**src/pkg/led_pkg.sv**
```systemverilog
// constants for the port status led driver: register map, fields, reset values, timing
// assumes a 25 MHz core clock and an apb register bus with 32-bit data
package led_pkg;

  // register offsets (byte addresses)
  localparam logic [7:0] CTRL_OFFSET = 8'h00;
  localparam logic [7:0] STATUS_OFFSET = 8'h04;

  // control register fields
  localparam int CTRL_DUAL_STORED_BIT = 0;
  localparam int CTRL_LED_ENABLE_BIT = 1;
  localparam int CTRL_DUPLEX_ONLY_BIT = 2;
  localparam int CTRL_COL_SPLIT_BIT = 3;
  localparam int CTRL_WIDTH = 4;
  localparam logic [3:0] CTRL_RESET = 4'h0;

  // status register fields
  localparam int STATUS_PHASE_LSB = 0;
  localparam int STATUS_DUAL_BIT = 3;
  localparam int STATUS_HOLD_BIT = 4;
  localparam int STATUS_STRAP_LSB = 5;

  // timing: clock, prescaler tick, self-test phases, blink half periods
  localparam int CLK_PERIOD_NS = 40;
  localparam int TICK_US = 5000;
  localparam int TICK_CYCLES = (TICK_US * 1000) / CLK_PERIOD_NS;
  localparam int ON_TEST_MS = 1280;
  localparam int OFF_TEST_MS = 480;
  localparam int DUAL_ON_TEST_MS = 2560;
  localparam int BLINK_SLOW_HZ = 10;
  localparam int BLINK_FAST_HZ = 20;
  localparam int ON_TEST_TICKS = (ON_TEST_MS * 1000) / TICK_US;
  localparam int OFF_TEST_TICKS = (OFF_TEST_MS * 1000) / TICK_US;
  localparam int DUAL_ON_TEST_TICKS = (DUAL_ON_TEST_MS * 1000) / TICK_US;
  localparam int BLINK_SLOW_TICKS = 1000000 / (2 * BLINK_SLOW_HZ * TICK_US);
  localparam int BLINK_FAST_TICKS = 1000000 / (2 * BLINK_FAST_HZ * TICK_US);
  localparam int PHASE_TIMER_WIDTH = 10;

  typedef enum logic [2:0] {
    ST_STRAP = 3'b000,
    ST_WAIT = 3'b001,
    ST_ON_TEST = 3'b010,
    ST_YELLOW_TEST = 3'b011,
    ST_OFF_TEST = 3'b100,
    ST_NORMAL = 3'b101
  } phase_type;

endpackage

```
**src/verilog/led_prescaler.sv**
```systemverilog
// free-running prescaler: slow tick plus 50 percent duty blink squares
// assumes pclk at the package clock rate; ce low freezes it
`timescale 1ns/10ps
`default_nettype none
module led_prescaler #(
  parameter int TICK_CYCLES = led_pkg::TICK_CYCLES
) (
  input wire logic pclk,
  input wire logic presetn,
  input wire logic ce,
  output logic tick,
  output logic blink_slow,
  output logic blink_fast
);

  logic [23:0] cyc_r, cyc_nxt;
  logic [3:0] slow_r, slow_nxt;
  logic [3:0] fast_r, fast_nxt;
  logic tick_r, tick_nxt;
  logic bslow_r, bslow_nxt;
  logic bfast_r, bfast_nxt;

  always_comb begin
    cyc_nxt = cyc_r + 24'h000001;
    tick_nxt = 1'b0;
    slow_nxt = slow_r;
    fast_nxt = fast_r;
    bslow_nxt = bslow_r;
    bfast_nxt = bfast_r;
    if (cyc_r == 24'(TICK_CYCLES - 1)) begin
      cyc_nxt = 24'h000000;
      tick_nxt = 1'b1;
      // blink squares toggle on whole ticks so both halves are equal
      if (slow_r == 4'(led_pkg::BLINK_SLOW_TICKS - 1)) begin
        slow_nxt = 4'h0;
        bslow_nxt = ~bslow_r;
      end else begin
        slow_nxt = slow_r + 4'h1;
      end
      if (fast_r == 4'(led_pkg::BLINK_FAST_TICKS - 1)) begin
        fast_nxt = 4'h0;
        bfast_nxt = ~bfast_r;
      end else begin
        fast_nxt = fast_r + 4'h1;
      end
    end
  end

  always_ff @(posedge pclk or negedge presetn) begin
    if (!presetn) begin
      cyc_r <= 24'h000000;
      slow_r <= 4'h0;
      fast_r <= 4'h0;
      tick_r <= 1'b0;
      bslow_r <= 1'b0;
      bfast_r <= 1'b0;
    end else if (ce) begin
      cyc_r <= cyc_nxt;
      slow_r <= slow_nxt;
      fast_r <= fast_nxt;
      tick_r <= tick_nxt;
      bslow_r <= bslow_nxt;
      bfast_r <= bfast_nxt;
    end
  end

  assign tick = tick_r;
  assign blink_slow = bslow_r;
  assign blink_fast = bfast_r;

endmodule
`default_nettype wire

```
**src/verilog/port_led_display_driver.sv**
```systemverilog
// per-port status led driver: self-test after reset, then link, speed, duplex, collision
// assumes port status inputs synchronous to pclk and an apb master on the register side
//
// How it works
// - link/activity leds active low, no strap; driven low 1.28 s after reset
// - then link/activity and speed driven high 0.48 s, then normal display
// - link/activity low when linked idle, high when down, 10 Hz blink on traffic
// - speed led follows self-test; low only when linked at 100M
// - duplex/collision strap latched at reset; test shows inverse, then latched level
// - duplex/collision shows inverse when full duplex, latched when down, 10 Hz collision
// - duplex-only mode: inverse on full duplex, latched otherwise, no collision blink
// - collision split: pin 0 blinks 20 Hz on any 10M half-duplex collision
// - collision split: pin 1 blinks 20 Hz on any 100M half-duplex collision
// - dual colour test: green 1.28 s, yellow 1.28 s, then off
// - dual colour: off pair when down, steady green pair when idle at 100M
// - dual colour traffic blinks 10 Hz: green via (1,0) at 100M, yellow at 10M
// - dual colour keeps duplex/collision behaviour but its on-test lasts 2.56 s
// - stored colour select counts only with hold-test strap high, else strap value
// - hold-test strap high defers self-test until software sets led enable
`timescale 1ns/10ps
`default_nettype none
module port_led_display_driver #(
  parameter int NUM_PORTS = 5,
  parameter int TICK_CYCLES = led_pkg::TICK_CYCLES
) (
  input wire logic pclk,
  input wire logic presetn,
  input wire logic ce,
  input wire logic psel,
  input wire logic penable,
  input wire logic pwrite,
  input wire logic [7:0] paddr,
  input wire logic [31:0] pwdata,
  output logic [31:0] prdata,
  output logic pready,
  output logic pslverr,
  input wire logic strap_input_pin,
  input wire logic hold_test_strap,
  input wire logic [NUM_PORTS-1:0] port_link,
  input wire logic [NUM_PORTS-1:0] port_speed_100,
  input wire logic [NUM_PORTS-1:0] port_full_duplex,
  input wire logic [NUM_PORTS-1:0] port_activity,
  input wire logic [NUM_PORTS-1:0] port_collision,
  output logic [NUM_PORTS-1:0] link_activity_led,
  output logic [NUM_PORTS-1:0] speed_led,
  input wire logic [NUM_PORTS-1:0] dupcol_in,
  output logic [NUM_PORTS-1:0] dupcol_out,
  output logic [NUM_PORTS-1:0] dupcol_oe
);

  logic tick;
  logic blink_slow;
  logic blink_fast;

  led_prescaler #(
    .TICK_CYCLES(TICK_CYCLES)
  ) u_prescaler (
    .pclk(pclk),
    .presetn(presetn),
    .ce(ce),
    .tick(tick),
    .blink_slow(blink_slow),
    .blink_fast(blink_fast)
  );

  // register and strap state
  logic [led_pkg::CTRL_WIDTH-1:0] ctrl_r, ctrl_nxt;
  logic [31:0] prdata_r, prdata_nxt;
  logic pready_r, pready_nxt;
  logic pslverr_r, pslverr_nxt;
  logic [NUM_PORTS-1:0] strap_r, strap_nxt;
  logic dual_strap_r, dual_strap_nxt;
  logic hold_r, hold_nxt;

  // sequencer state
  led_pkg::phase_type phase_r, phase_nxt;
  logic [led_pkg::PHASE_TIMER_WIDTH-1:0] timer_r, timer_nxt;

  // led outputs
  logic [NUM_PORTS-1:0] lnk_r, lnk_nxt;
  logic [NUM_PORTS-1:0] spd_r, spd_nxt;
  logic [NUM_PORTS-1:0] dc_r, dc_nxt;
  logic [NUM_PORTS-1:0] dc_oe_r, dc_oe_nxt;

  logic dual_mode;
  logic led_enable;
  logic duplex_only;
  logic col_split;
  logic col_ten_flag;
  logic col_hundred_flag;
  logic [led_pkg::PHASE_TIMER_WIDTH-1:0] phase_len;

  assign led_enable = ctrl_r[led_pkg::CTRL_LED_ENABLE_BIT];
  assign duplex_only = ctrl_r[led_pkg::CTRL_DUPLEX_ONLY_BIT];
  assign col_split = ctrl_r[led_pkg::CTRL_COL_SPLIT_BIT];
  assign dual_mode = hold_r ? ctrl_r[led_pkg::CTRL_DUAL_STORED_BIT] : dual_strap_r;
  assign col_ten_flag = |(port_link & ~port_speed_100 & ~port_full_duplex & port_collision);
  assign col_hundred_flag = |(port_link & port_speed_100 & ~port_full_duplex & port_collision);

  function automatic logic is_reg(input logic [7:0] addr);
    is_reg = (addr == led_pkg::CTRL_OFFSET) || (addr == led_pkg::STATUS_OFFSET);
  endfunction

  // apb slave: pready raised in the first access cycle, so no wait states
  always_comb begin
    ctrl_nxt = ctrl_r;
    prdata_nxt = prdata_r;
    pready_nxt = psel && !penable;
    pslverr_nxt = psel && !penable && !is_reg(paddr);
    if (psel && !penable && !pwrite) begin
      prdata_nxt = 32'h00000000;
      if (paddr == led_pkg::CTRL_OFFSET) begin
        prdata_nxt[led_pkg::CTRL_WIDTH-1:0] = ctrl_r;
      end else if (paddr == led_pkg::STATUS_OFFSET) begin
        prdata_nxt[led_pkg::STATUS_PHASE_LSB +: 3] = phase_r;
        prdata_nxt[led_pkg::STATUS_DUAL_BIT] = dual_mode;
        prdata_nxt[led_pkg::STATUS_HOLD_BIT] = hold_r;
        prdata_nxt[led_pkg::STATUS_STRAP_LSB +: NUM_PORTS] = strap_r;
      end
    end
    if (psel && penable && pready_r && pwrite && paddr == led_pkg::CTRL_OFFSET) begin
      ctrl_nxt = pwdata[led_pkg::CTRL_WIDTH-1:0];
    end
  end

  always_ff @(posedge pclk or negedge presetn) begin
    if (!presetn) begin
      ctrl_r <= led_pkg::CTRL_RESET;
      prdata_r <= 32'h00000000;
      pready_r <= 1'b0;
      pslverr_r <= 1'b0;
    end else if (ce) begin
      ctrl_r <= ctrl_nxt;
      prdata_r <= prdata_nxt;
      pready_r <= pready_nxt;
      pslverr_r <= pslverr_nxt;
    end
  end

  // sequencer: straps caught on the first enabled edge after reset release
  always_comb begin
    phase_nxt = phase_r;
    timer_nxt = timer_r;
    strap_nxt = strap_r;
    dual_strap_nxt = dual_strap_r;
    hold_nxt = hold_r;
    phase_len = led_pkg::PHASE_TIMER_WIDTH'(led_pkg::ON_TEST_TICKS);
    case (phase_r)
      led_pkg::ST_YELLOW_TEST: phase_len = led_pkg::PHASE_TIMER_WIDTH'(led_pkg::ON_TEST_TICKS);
      led_pkg::ST_OFF_TEST: phase_len = led_pkg::PHASE_TIMER_WIDTH'(led_pkg::OFF_TEST_TICKS);
      default: phase_len = led_pkg::PHASE_TIMER_WIDTH'(led_pkg::ON_TEST_TICKS);
    endcase
    case (phase_r)
      led_pkg::ST_STRAP: begin
        strap_nxt = dupcol_in;
        dual_strap_nxt = strap_input_pin;
        hold_nxt = hold_test_strap;
        phase_nxt = led_pkg::ST_WAIT;
      end
      led_pkg::ST_WAIT: begin
        if (!hold_r || led_enable) begin
          phase_nxt = led_pkg::ST_ON_TEST;
          timer_nxt = '0;
        end
      end
      led_pkg::ST_ON_TEST, led_pkg::ST_YELLOW_TEST, led_pkg::ST_OFF_TEST: begin
        // phases count whole prescaler ticks, so the on-test, entered between ticks, may run up to one tick short
        if (tick) begin
          timer_nxt = timer_r + 1'b1;
          if (timer_r == phase_len - 1'b1) begin
            timer_nxt = '0;
            if (phase_r == led_pkg::ST_ON_TEST && dual_mode) begin
              phase_nxt = led_pkg::ST_YELLOW_TEST;
            end else if (phase_r == led_pkg::ST_OFF_TEST) begin
              phase_nxt = led_pkg::ST_NORMAL;
            end else begin
              phase_nxt = led_pkg::ST_OFF_TEST;
            end
          end
        end
      end
      led_pkg::ST_NORMAL: phase_nxt = led_pkg::ST_NORMAL;
      default: phase_nxt = led_pkg::ST_STRAP;
    endcase
  end

  always_ff @(posedge pclk or negedge presetn) begin
    if (!presetn) begin
      phase_r <= led_pkg::ST_STRAP;
      timer_r <= '0;
      strap_r <= '0;
      dual_strap_r <= 1'b0;
      hold_r <= 1'b0;
    end else if (ce) begin
      phase_r <= phase_nxt;
      timer_r <= timer_nxt;
      strap_r <= strap_nxt;
      dual_strap_r <= dual_strap_nxt;
      hold_r <= hold_nxt;
    end
  end

  // normal-period duplex/collision level for one port
  function automatic logic dupcol_level(input int idx, input logic strap, input logic link,
                                        input logic full, input logic coll);
    if (col_split && idx == 0) begin
      dupcol_level = col_ten_flag ? (strap ^ blink_fast) : strap;
    end else if (col_split && idx == 1) begin
      dupcol_level = col_hundred_flag ? (strap ^ blink_fast) : strap;
    end else if (duplex_only) begin
      dupcol_level = (link && full) ? ~strap : strap;
    end else if (!link) begin
      dupcol_level = strap;
    end else if (coll) begin
      dupcol_level = strap ^ blink_slow;
    end else begin
      dupcol_level = full ? ~strap : strap;
    end
  endfunction

  // led drive per phase; dupcol pins stay released until the strap is caught
  always_comb begin
    lnk_nxt = lnk_r;
    spd_nxt = spd_r;
    dc_nxt = dc_r;
    dc_oe_nxt = {NUM_PORTS{phase_r != led_pkg::ST_STRAP}};
    for (int i = 0; i < NUM_PORTS; i++) begin
      case (phase_r)
        led_pkg::ST_STRAP, led_pkg::ST_WAIT: begin
          lnk_nxt[i] = !dual_mode;
          spd_nxt[i] = !dual_mode;
          dc_nxt[i] = strap_r[i];
        end
        led_pkg::ST_ON_TEST: begin
          lnk_nxt[i] = 1'b0;
          spd_nxt[i] = dual_mode;
          dc_nxt[i] = ~strap_r[i];
        end
        led_pkg::ST_YELLOW_TEST: begin
          lnk_nxt[i] = 1'b1;
          spd_nxt[i] = 1'b0;
          dc_nxt[i] = ~strap_r[i];
        end
        led_pkg::ST_OFF_TEST: begin
          lnk_nxt[i] = !dual_mode;
          spd_nxt[i] = !dual_mode;
          dc_nxt[i] = strap_r[i];
        end
        led_pkg::ST_NORMAL: begin
          dc_nxt[i] = dupcol_level(i, strap_r[i], port_link[i], port_full_duplex[i],
                                   port_collision[i]);
          if (!dual_mode) begin
            lnk_nxt[i] = !port_link[i] ? 1'b1 : (port_activity[i] & blink_slow);
            spd_nxt[i] = !(port_link[i] && port_speed_100[i]);
          end else if (!port_link[i]) begin
            lnk_nxt[i] = 1'b0;
            spd_nxt[i] = 1'b0;
          end else if (port_speed_100[i]) begin
            // green blink alternates the steady pair with its swapped state
            lnk_nxt[i] = port_activity[i] & blink_slow;
            spd_nxt[i] = ~(port_activity[i] & blink_slow);
          end else begin
            lnk_nxt[i] = port_activity[i] ? blink_slow : 1'b1;
            spd_nxt[i] = 1'b0;
          end
        end
        default: begin
          lnk_nxt[i] = 1'b1;
          spd_nxt[i] = 1'b1;
          dc_nxt[i] = strap_r[i];
        end
      endcase
    end
  end

  always_ff @(posedge pclk or negedge presetn) begin
    if (!presetn) begin
      lnk_r <= '1;
      spd_r <= '1;
      dc_r <= '0;
      dc_oe_r <= '0;
    end else if (ce) begin
      lnk_r <= lnk_nxt;
      spd_r <= spd_nxt;
      dc_r <= dc_nxt;
      dc_oe_r <= dc_oe_nxt;
    end
  end

  // dual on-test for dupcol is the green plus yellow phases together: 2.56 s
  assign link_activity_led = lnk_r;
  assign speed_led = spd_r;
  assign dupcol_out = dc_r;
  assign dupcol_oe = dc_oe_r;
  assign prdata = prdata_r;
  assign pready = pready_r;
  assign pslverr = pslverr_r;

endmodule
`default_nettype wire

```
**config.mk**
```make
export PLATFORM = sky130hd
export DESIGN_NAME = port_led_display_driver
export DESIGN_NICKNAME = d
export VERILOG_FILES = /design/src/pkg/led_pkg.sv /design/src/verilog/led_prescaler.sv /design/src/verilog/port_led_display_driver.sv
export SDC_FILE = /design/constraint.sdc
export NUM_CORES = 1
export LEC_CHECK = 0
export ABC_AREA = 0
export BUFFER_PORTS_ARGS = -buffer_cell sky130_fd_sc_hd__buf_2
export CAP_MARGIN = 10
export CORE_MARGIN = 2
export CORE_UTILIZATION = 48
export CTS_CLUSTER_DIAMETER = 200
export DETAILED_ROUTE_END_ITERATION = 6
export PLACE_DENSITY = 0.77
export SLEW_MARGIN = 40
export SYNTH_ARGS = -nofsm -noshare
export SYNTH_HDL_FRONTEND = slang
export SYNTH_SLANG_ARGS = --single-unit
```
**constraint.sdc**
```tcl
create_clock -name pclk -period 2 [get_ports pclk]
set_clock_uncertainty 0.1 [all_clocks]
set_input_delay 0.2 -clock pclk [delete_from_list [all_inputs] [get_ports pclk]]
set_output_delay 0.2 -clock pclk [all_outputs]
set_load 0.1 [all_outputs]
```
==> results of run 1 <==
-- sequential cells by signal, summed over array words and instances, names as in the netlist --
signal / count
dupcol_out: 5
u_prescaler.fast_r: 4
hold_r: 1
u_prescaler.blink_fast: 1
pslverr: 1
u_prescaler.slow_r: 4
u_prescaler.blink_slow: 1
dual_strap_r: 1
link_activity_led: 5
speed_led: 5
phase_r: 3
dupcol_oe: 1
u_prescaler.cyc_r: 24
strap_r: 5
timer_r: 10
prdata: 10
ctrl_r: 4
pready: 1
u_prescaler.tick: 1
-- repair_timing --
item / in CTS / in global routing
hold buffers: 11 / 0
buffers inserted: 1 / 6
setup endpoints to repair: 6 / 12
resized for setup: 3 / 4
pin swaps: 4 / 4
cloned: 0 / 0
hold endpoints to repair: 87 / 0
-- cell families (layout without fill, tap and decap cells) --
family | after synthesis | in the layout | share of synthesized area
and+or+nand+nor | 177 | 177 | 0.201
AOI/OAI and AO/OA | 102 | 102 | 0.151
DFF | 87 | 87 | 0.449
buffers and inverters | 56 | 165 | 0.0659
xor gates and xnor gates | 33 | 33 | 0.0592
muxes | 28 | 28 | 0.0636
adders and majority gates | 4 | 4 | 0.0103
other | 1 | 22 | 0.000768
-- final timing paths --
kind	start	to	slack [ns]	cells past startpoint
setup / recovery	timer_r[0]	timer_r[4]	-0.01	7
hold / removal	pwdata[3]	ctrl_r[3]	0.02	2
setup reg to reg	timer_r[0]	timer_r[4]	-0.01	7
hold reg to reg	u_prescaler.cyc_r[23]	u_prescaler.cyc_r[23]	0.39	1
max in group asynchronous	presetn	link_activity_led[2]	1.08	3
min in group asynchronous	presetn	prdata[8]	0.32	3
-- cell type report --
class,count,share of cell area
clock buffers,12,0.0243
clock inverters,4,0.00923
inverters,13,0.00818
multi-input cells,366,0.415
flip-flops and latches,87,0.367
well taps,133,0.0279
repair buffers,136,0.148
-- cell usage after synthesis (10+ instances only) --
cell,number,share of area
dfstp_2,10,0.054
nand4_1,17,0.022
xnor2_1,24,0.043
a22o_1,10,0.018
buf_4,27,0.042
a21oi_1,18,0.018
nor2_1,37,0.028
dfrtp_1,77,0.39
nand3_1,17,0.017
inv_1,12,0.0092
mux2_2,21,0.048
o22a_1,10,0.018
nand2_1,47,0.036
o21ai_0,25,0.026
-- power groups by stage --
stage	clock network, µW	logic [µW]	registers, µW
after floorplan	0	665	2830
after global placement	0	1650	2210
after detailed placement	0	1680	2220
after CTS	1280	1720	2190
after global routing	1340	1840	2210
final	1250	1740	2190
-- metal layers --
metal  up-vias  routed length [µm]
li1       1976                   -
met4         0                 341
met2       125                6160
met3        33                 530
met1      2045                4950
met5         -                   0
-- per-stage QoR --
stage	setup slack [ns]	total power, µW	hold WS (ns)
4_1_cts	-0.0382	5200	0.0100
2_1_floorplan	0.0368	3500	-0.196
6_report	-0.0101	5180	0.0165
3_5_place_dp	-0.0667	3910	0.177
3_3_place_gp	-0.0276	3860	0.167
5_1_grt	-0.0915	5390	0.00397
-- worst max-delay path: stages (launching register included) --
cell,delay (ns)
dfrtp_1,0.37
ha_2,0.20
nand4_1,0.10
or4b_4,0.52
o31ai_4,0.19
buf_4,0.17
a2111oi_4,0.05
a22o_1,0.22
==> metrics.txt, run 1 <==
Avg Inst Size Synth=10.0 µm²; final number of hold-violating endpoints=0; worst ir drop on vdd=0.000486 V; power spent charging and discharging nets=2100 µW; share of total power consumed by net switching=0.405; most frequent standard cell in the layout excluding fill and tap cells=buf_2; Max Buffers Root-to-Sink=2; pin count of the biggest net entering global routing=88; CTS clock-pin slew for the worst setup and hold paths=0.09 ns; post-route antenna net violation count=0; layout cells sized above 1=0.309; number of max-cap violations=0; number of remaining DRC errors=0; sequential share of power=0.422; most used cells in the layout excluding fill and tap cells=buf_2, dfrtp_1, nand2_1; data required time at the worst endpoint=2.15 ns; Tot GR Track Use=0.220; input/output buffers=81; total core area=a little under 10000 µm²; remaining global-route overflow=0; first-pass GRT wire length=19500 µm; final setup violating endpoints=1; Multi-input gate area=2470 µm²; antenna violations before repair=0; TritonCTS Sinks=87; total wire length=12000 µm; cell at the root of the clock tree=clkbuf_8; result of the run=complete, but fails checks; overall die width=105 µm; TritonCTS clock tree=done; std cell rows=36; GRT met2 Usage=0.386; starting utilization of the core area=0.497; post-layout instance count excluding filler cells=751; average wire per standard cell=16.0 µm; Most used DFF post-synth=dfrtp_1; power share of the clock group=0.242; share of the cycle needed by the critical path after routing=1.01; Total Nets Final=695; pin slew with the least headroom to its limit=roughly 0.49 ns; FF/Latch Area=2190 µm²; number of distinct library cell variants in the gate-level netlist after synthesis=63; RSZ-0062 raised after global routing=yes; failing checks=negative setup slack; final estimated routing congestion in global placement=0.887; area delta synth->final=22.3%; final count of pins violating max slew=0; number of fillers in the final layout=844; met3 routing resource usage after global routing=0.0362; number of synthesized flops with an enable pin=0; synth warn=0; total power per unit cell area=slightly below 900 nW/µm²; count of routing violations after the opening detailed-route iteration=~210; Post-Place Cells=717; internal power summed over all cells=3080 µW; post-route minimum period=just over 2 ns; Leakage Power=0.00272 µW; vias in the first global route=4107; number of antenna diodes=0; FF+latch count, synth=87; gr busiest metal=met2; part of the Yosys area used for sequential elements=0.449; met1 layer usage reported by global route=0.271; level count of the clock H-tree=3; number of buffers added by the clock tree synthesis step=9; total non-filler cell area in the finished layout=5970 µm²; fraction of registers with async set/reset=1.00; placement-stage cell area=5580 µm²; Rel. slew slack=0.668; maximum clock rate=497 MHz; worst endpoint data arrival time=2.16 ns; combinational share of power=0.336; mean number of vias per cell=5.56; crit path capture type=flop; total I/O pin count=132; Die Footprint=11000 µm²; height of the chip=about 100 µm; Gate Count Post-Synth=488; Critical Setup Path Class=flop to flop; Hold/Removal Path Class=primary input to flop; Syn Std Cell Area=between 4000 and 5000 µm²; Layout Utilization=0.608; kind of start point of the critical path=flop; via count=4179; HPWL Detailed=8720 µm; Crit Path Max Fanout=3; First-pass DRT Iterations=5; final setup TNS=-0.0101 ns; final worst slack=-0.0101 ns; clock insertion delay at the later pin of the skew report=0.36 ns
Note: power is estimated with default switching activity, not from simulation.
==> inputs of run 2 (changes only) <==
BUFFER_PORTS_ARGS = default   (was -buffer_cell sky130_fd_sc_hd__buf_2)
CORE_UTILIZATION = 50   (was 48)
DONT_BUFFER_PORTS = 1   (was default)
PLACE_DENSITY = 0.68   (was 0.77)
REMOVE_ABC_BUFFERS = 1   (was default)
==> metrics.txt, run 2 (synthesis gave the netlist of run 1 again) <==
result of the run=complete, but fails checks (unchanged); failing checks=negative hold slack, negative setup slack (was negative setup slack); std cell rows=36 (unchanged); final number of hold-violating endpoints=87 (was 0); number of buffers added by the clock tree synthesis step=9 (unchanged); final setup violating endpoints=6 (was 1); worst flop-to-flop path startpoint=timer_r[0] (unchanged); register name with the most flops=u_prescaler.cyc_r (unchanged); total power per unit cell area=867 nW/µm² (was 869 nW/µm²); clock insertion delay at the later pin of the skew report=0.35 ns (was 0.36 ns); First-pass DRT Iterations=5 (unchanged); maximum clock rate=481 MHz (was 497 MHz); mean number of vias per cell=5.70 (was 5.56); vias in the first global route=4036 (was 4107); kind of start point of the critical path=flop (unchanged); Tot GR Track Use=0.235 (was 0.220); CTS clock-pin slew for the worst setup and hold paths=0.09 ns (about the same); worst ir drop on vdd=0.000889 V (was 0.000486 V); post-route minimum period=2.08 ns (was 2.01 ns); first-pass GRT wire length=19500 µm (about the same); DR WL met2=5600 µm (was 6160 µm); most used cells in the layout excluding fill and tap cells=dfrtp_1, buf_4, nand2_1 (was buf_2, dfrtp_1, nand2_1); height of the chip=103 µm (was 105 µm); Crit Path Max Fanout=5 (was 3); depth of the worst register-to-register path=6 (was 7); final estimated routing congestion in global placement=0.832 (was 0.887); Hold/Removal Path Class=primary input to async pin (was primary input to flop); Fin Hold WS=-0.570 ns (was 0.0165 ns); remaining global-route overflow=0 (unchanged); number of antenna diodes=0 (unchanged); pin slew with the least headroom to its limit=0.566 ns (was 0.495 ns); total core area=9640 µm² (was 9820 µm²); antenna violations before repair=0 (unchanged); Total Nets Final=650 (was 695); count of routing violations after the opening detailed-route iteration=154 (was 211); pin count of the biggest net entering global routing=88 (unchanged); cell at the root of the clock tree=clkbuf_8 (unchanged); total non-filler cell area in the finished layout=5850 µm² (was 5970 µm²); most frequent standard cell in the layout excluding fill and tap cells=dfrtp_1 (was buf_2); final worst slack=-0.0791 ns (was -0.0101 ns); final setup TNS=-0.289 ns (was -0.0101 ns); TritonCTS clock tree=done (unchanged); total I/O pin count=132 (unchanged); number of max-cap violations=0 (unchanged); share of the cycle needed by the critical path after routing=1.04 (was 1.01); total design power=5070 µW (was 5180 µW); Rel. slew slack=0.623 (was 0.668); Leakage Power=0.00255 µW (was 0.00272 µW); cts hold-fix bufs=28 (was 11); routed metal-1 wire length=5020 µm (was 4950 µm); area delta synth->final=19.8% (was 22.3%); worst endpoint data arrival time=2.22 ns (was 2.16 ns); starting utilization of the core area=0.506 (was 0.497); overall die width=103 µm (was 105 µm); total met3 wirelength after detailed routing=676 µm (was 530 µm); r2r endpoint=timer_r[8] (was timer_r[4]); level count of the clock H-tree=3 (unchanged); setup slack on the worst flop-to-flop path=-0.08 ns (was -0.01 ns); number of remaining DRC errors=0 (unchanged); TritonCTS Sinks=87 (unchanged); average wire per standard cell=16.4 µm (was 16.0 µm); input/output buffers=0 (was 81); via count=4027 (was 4179); RSZ-0062 raised after global routing=yes (unchanged); post-route antenna net violation count=0 (unchanged); HPWL Detailed=7960 µm (was 8720 µm); Critical Setup Path Class=flop to flop (unchanged); data required time at the worst endpoint=2.14 ns (was 2.15 ns); top layer in use=met4 (unchanged); number of flip-flops in the largest register=24 (unchanged); Max Buffers Root-to-Sink=2 (unchanged); crit path capture type=flop (unchanged); final count of pins violating max slew=0 (unchanged); placement-stage cell area=5290 µm² (was 5580 µm²); Die Footprint=10600 µm² (was 11000 µm²); layout cells sized above 1=0.227 (was 0.309); total wire length=11600 µm (was 12000 µm)
-- run 2: changes by cell type in the layout (fill, tap and decap cells not counted), moves of 2 or more --
| cell | change |
|---|---|
| buf_4 | +20 |
| clkinv_2 | +3 |
| dlygate4sd3_1 | +16 |
| o21ai_0 | -2 |
| buf_12 | -2 |
| buf_2 | -79 |
| o21ai_1 | +2 |
-- run 2: worst max path at each step --
stage / start / to / slack [ns] / cells after the start
CTS: timer_r[0] / timer_r[8] / -0.005 / 6
global placement: phase_r[1] / timer_r[4] / -0.02 / 5
global route: timer_r[1] / timer_r[6] / -0.17 / 6
detailed placement: phase_r[1] / timer_r[4] / -0.07 / 5
floorplan: dupcol_oe[0] / dupcol_oe[0] / -1.65 / 2
finish: timer_r[0] / timer_r[8] / -0.08 / 6
-- run 2: worst max-delay path: stages (launching register included) --
cell and delay (ns):
dfrtp_1 0.36, ha_2 0.19, nand4_1 0.14, or4b_4 0.54
o31ai_4 0.32, o21bai_1 0.12, a22o_1 0.21
-- run 2: timing repair --
action                                  in CTS  in global routing
endpoints found under the setup margin       6                 20
hold endpoints to repair                   127                 87
pin swaps                                    2                  9
gates resized for setup                      2                  7
setup buffers                                1                  6
-- run 2: per-layer routing --
layer  up-vias  GRT usage
li1       1890          -
met1      1976      0.309
met2       137      0.381
met3        24     0.0563
met4         0     0.0860
met5         -          0
-- run 2: stage by stage --
stage | utilization | worst slack (ns) | std cells | hold slack [ns]
2_1_floorplan | - | -1.65 | 466 | -0.196
3_3_place_gp | 0.549 | -0.0188 | 655 | -0.194
3_5_place_dp | 0.549 | -0.0662 | 655 | -0.194
4_1_cts | 0.600 | -0.00514 | 700 | -0.594
5_1_grt | 0.607 | -0.171 | 706 | -0.588
6_report | 0.607 | -0.0791 | 706 | -0.570
-- run 2: cell type report --
cell class | count | area, µm²
inverter | 13 | 48.8
sequential | 87 | 2190
clock inverter | 6 | 61.3
fill | 811 | 3790
clock buffer | 10 | 128
tap | 133 | 166
multi-input combinational | 366 | 2490
timing repair buffer | 91 | 761
-- run 2: where the power goes --
part           switching, µW  leakage, µW  internal [µW]
registers                575      0.00111           2010
clock network            628    0.0000960            574
logic                    817      0.00134            468
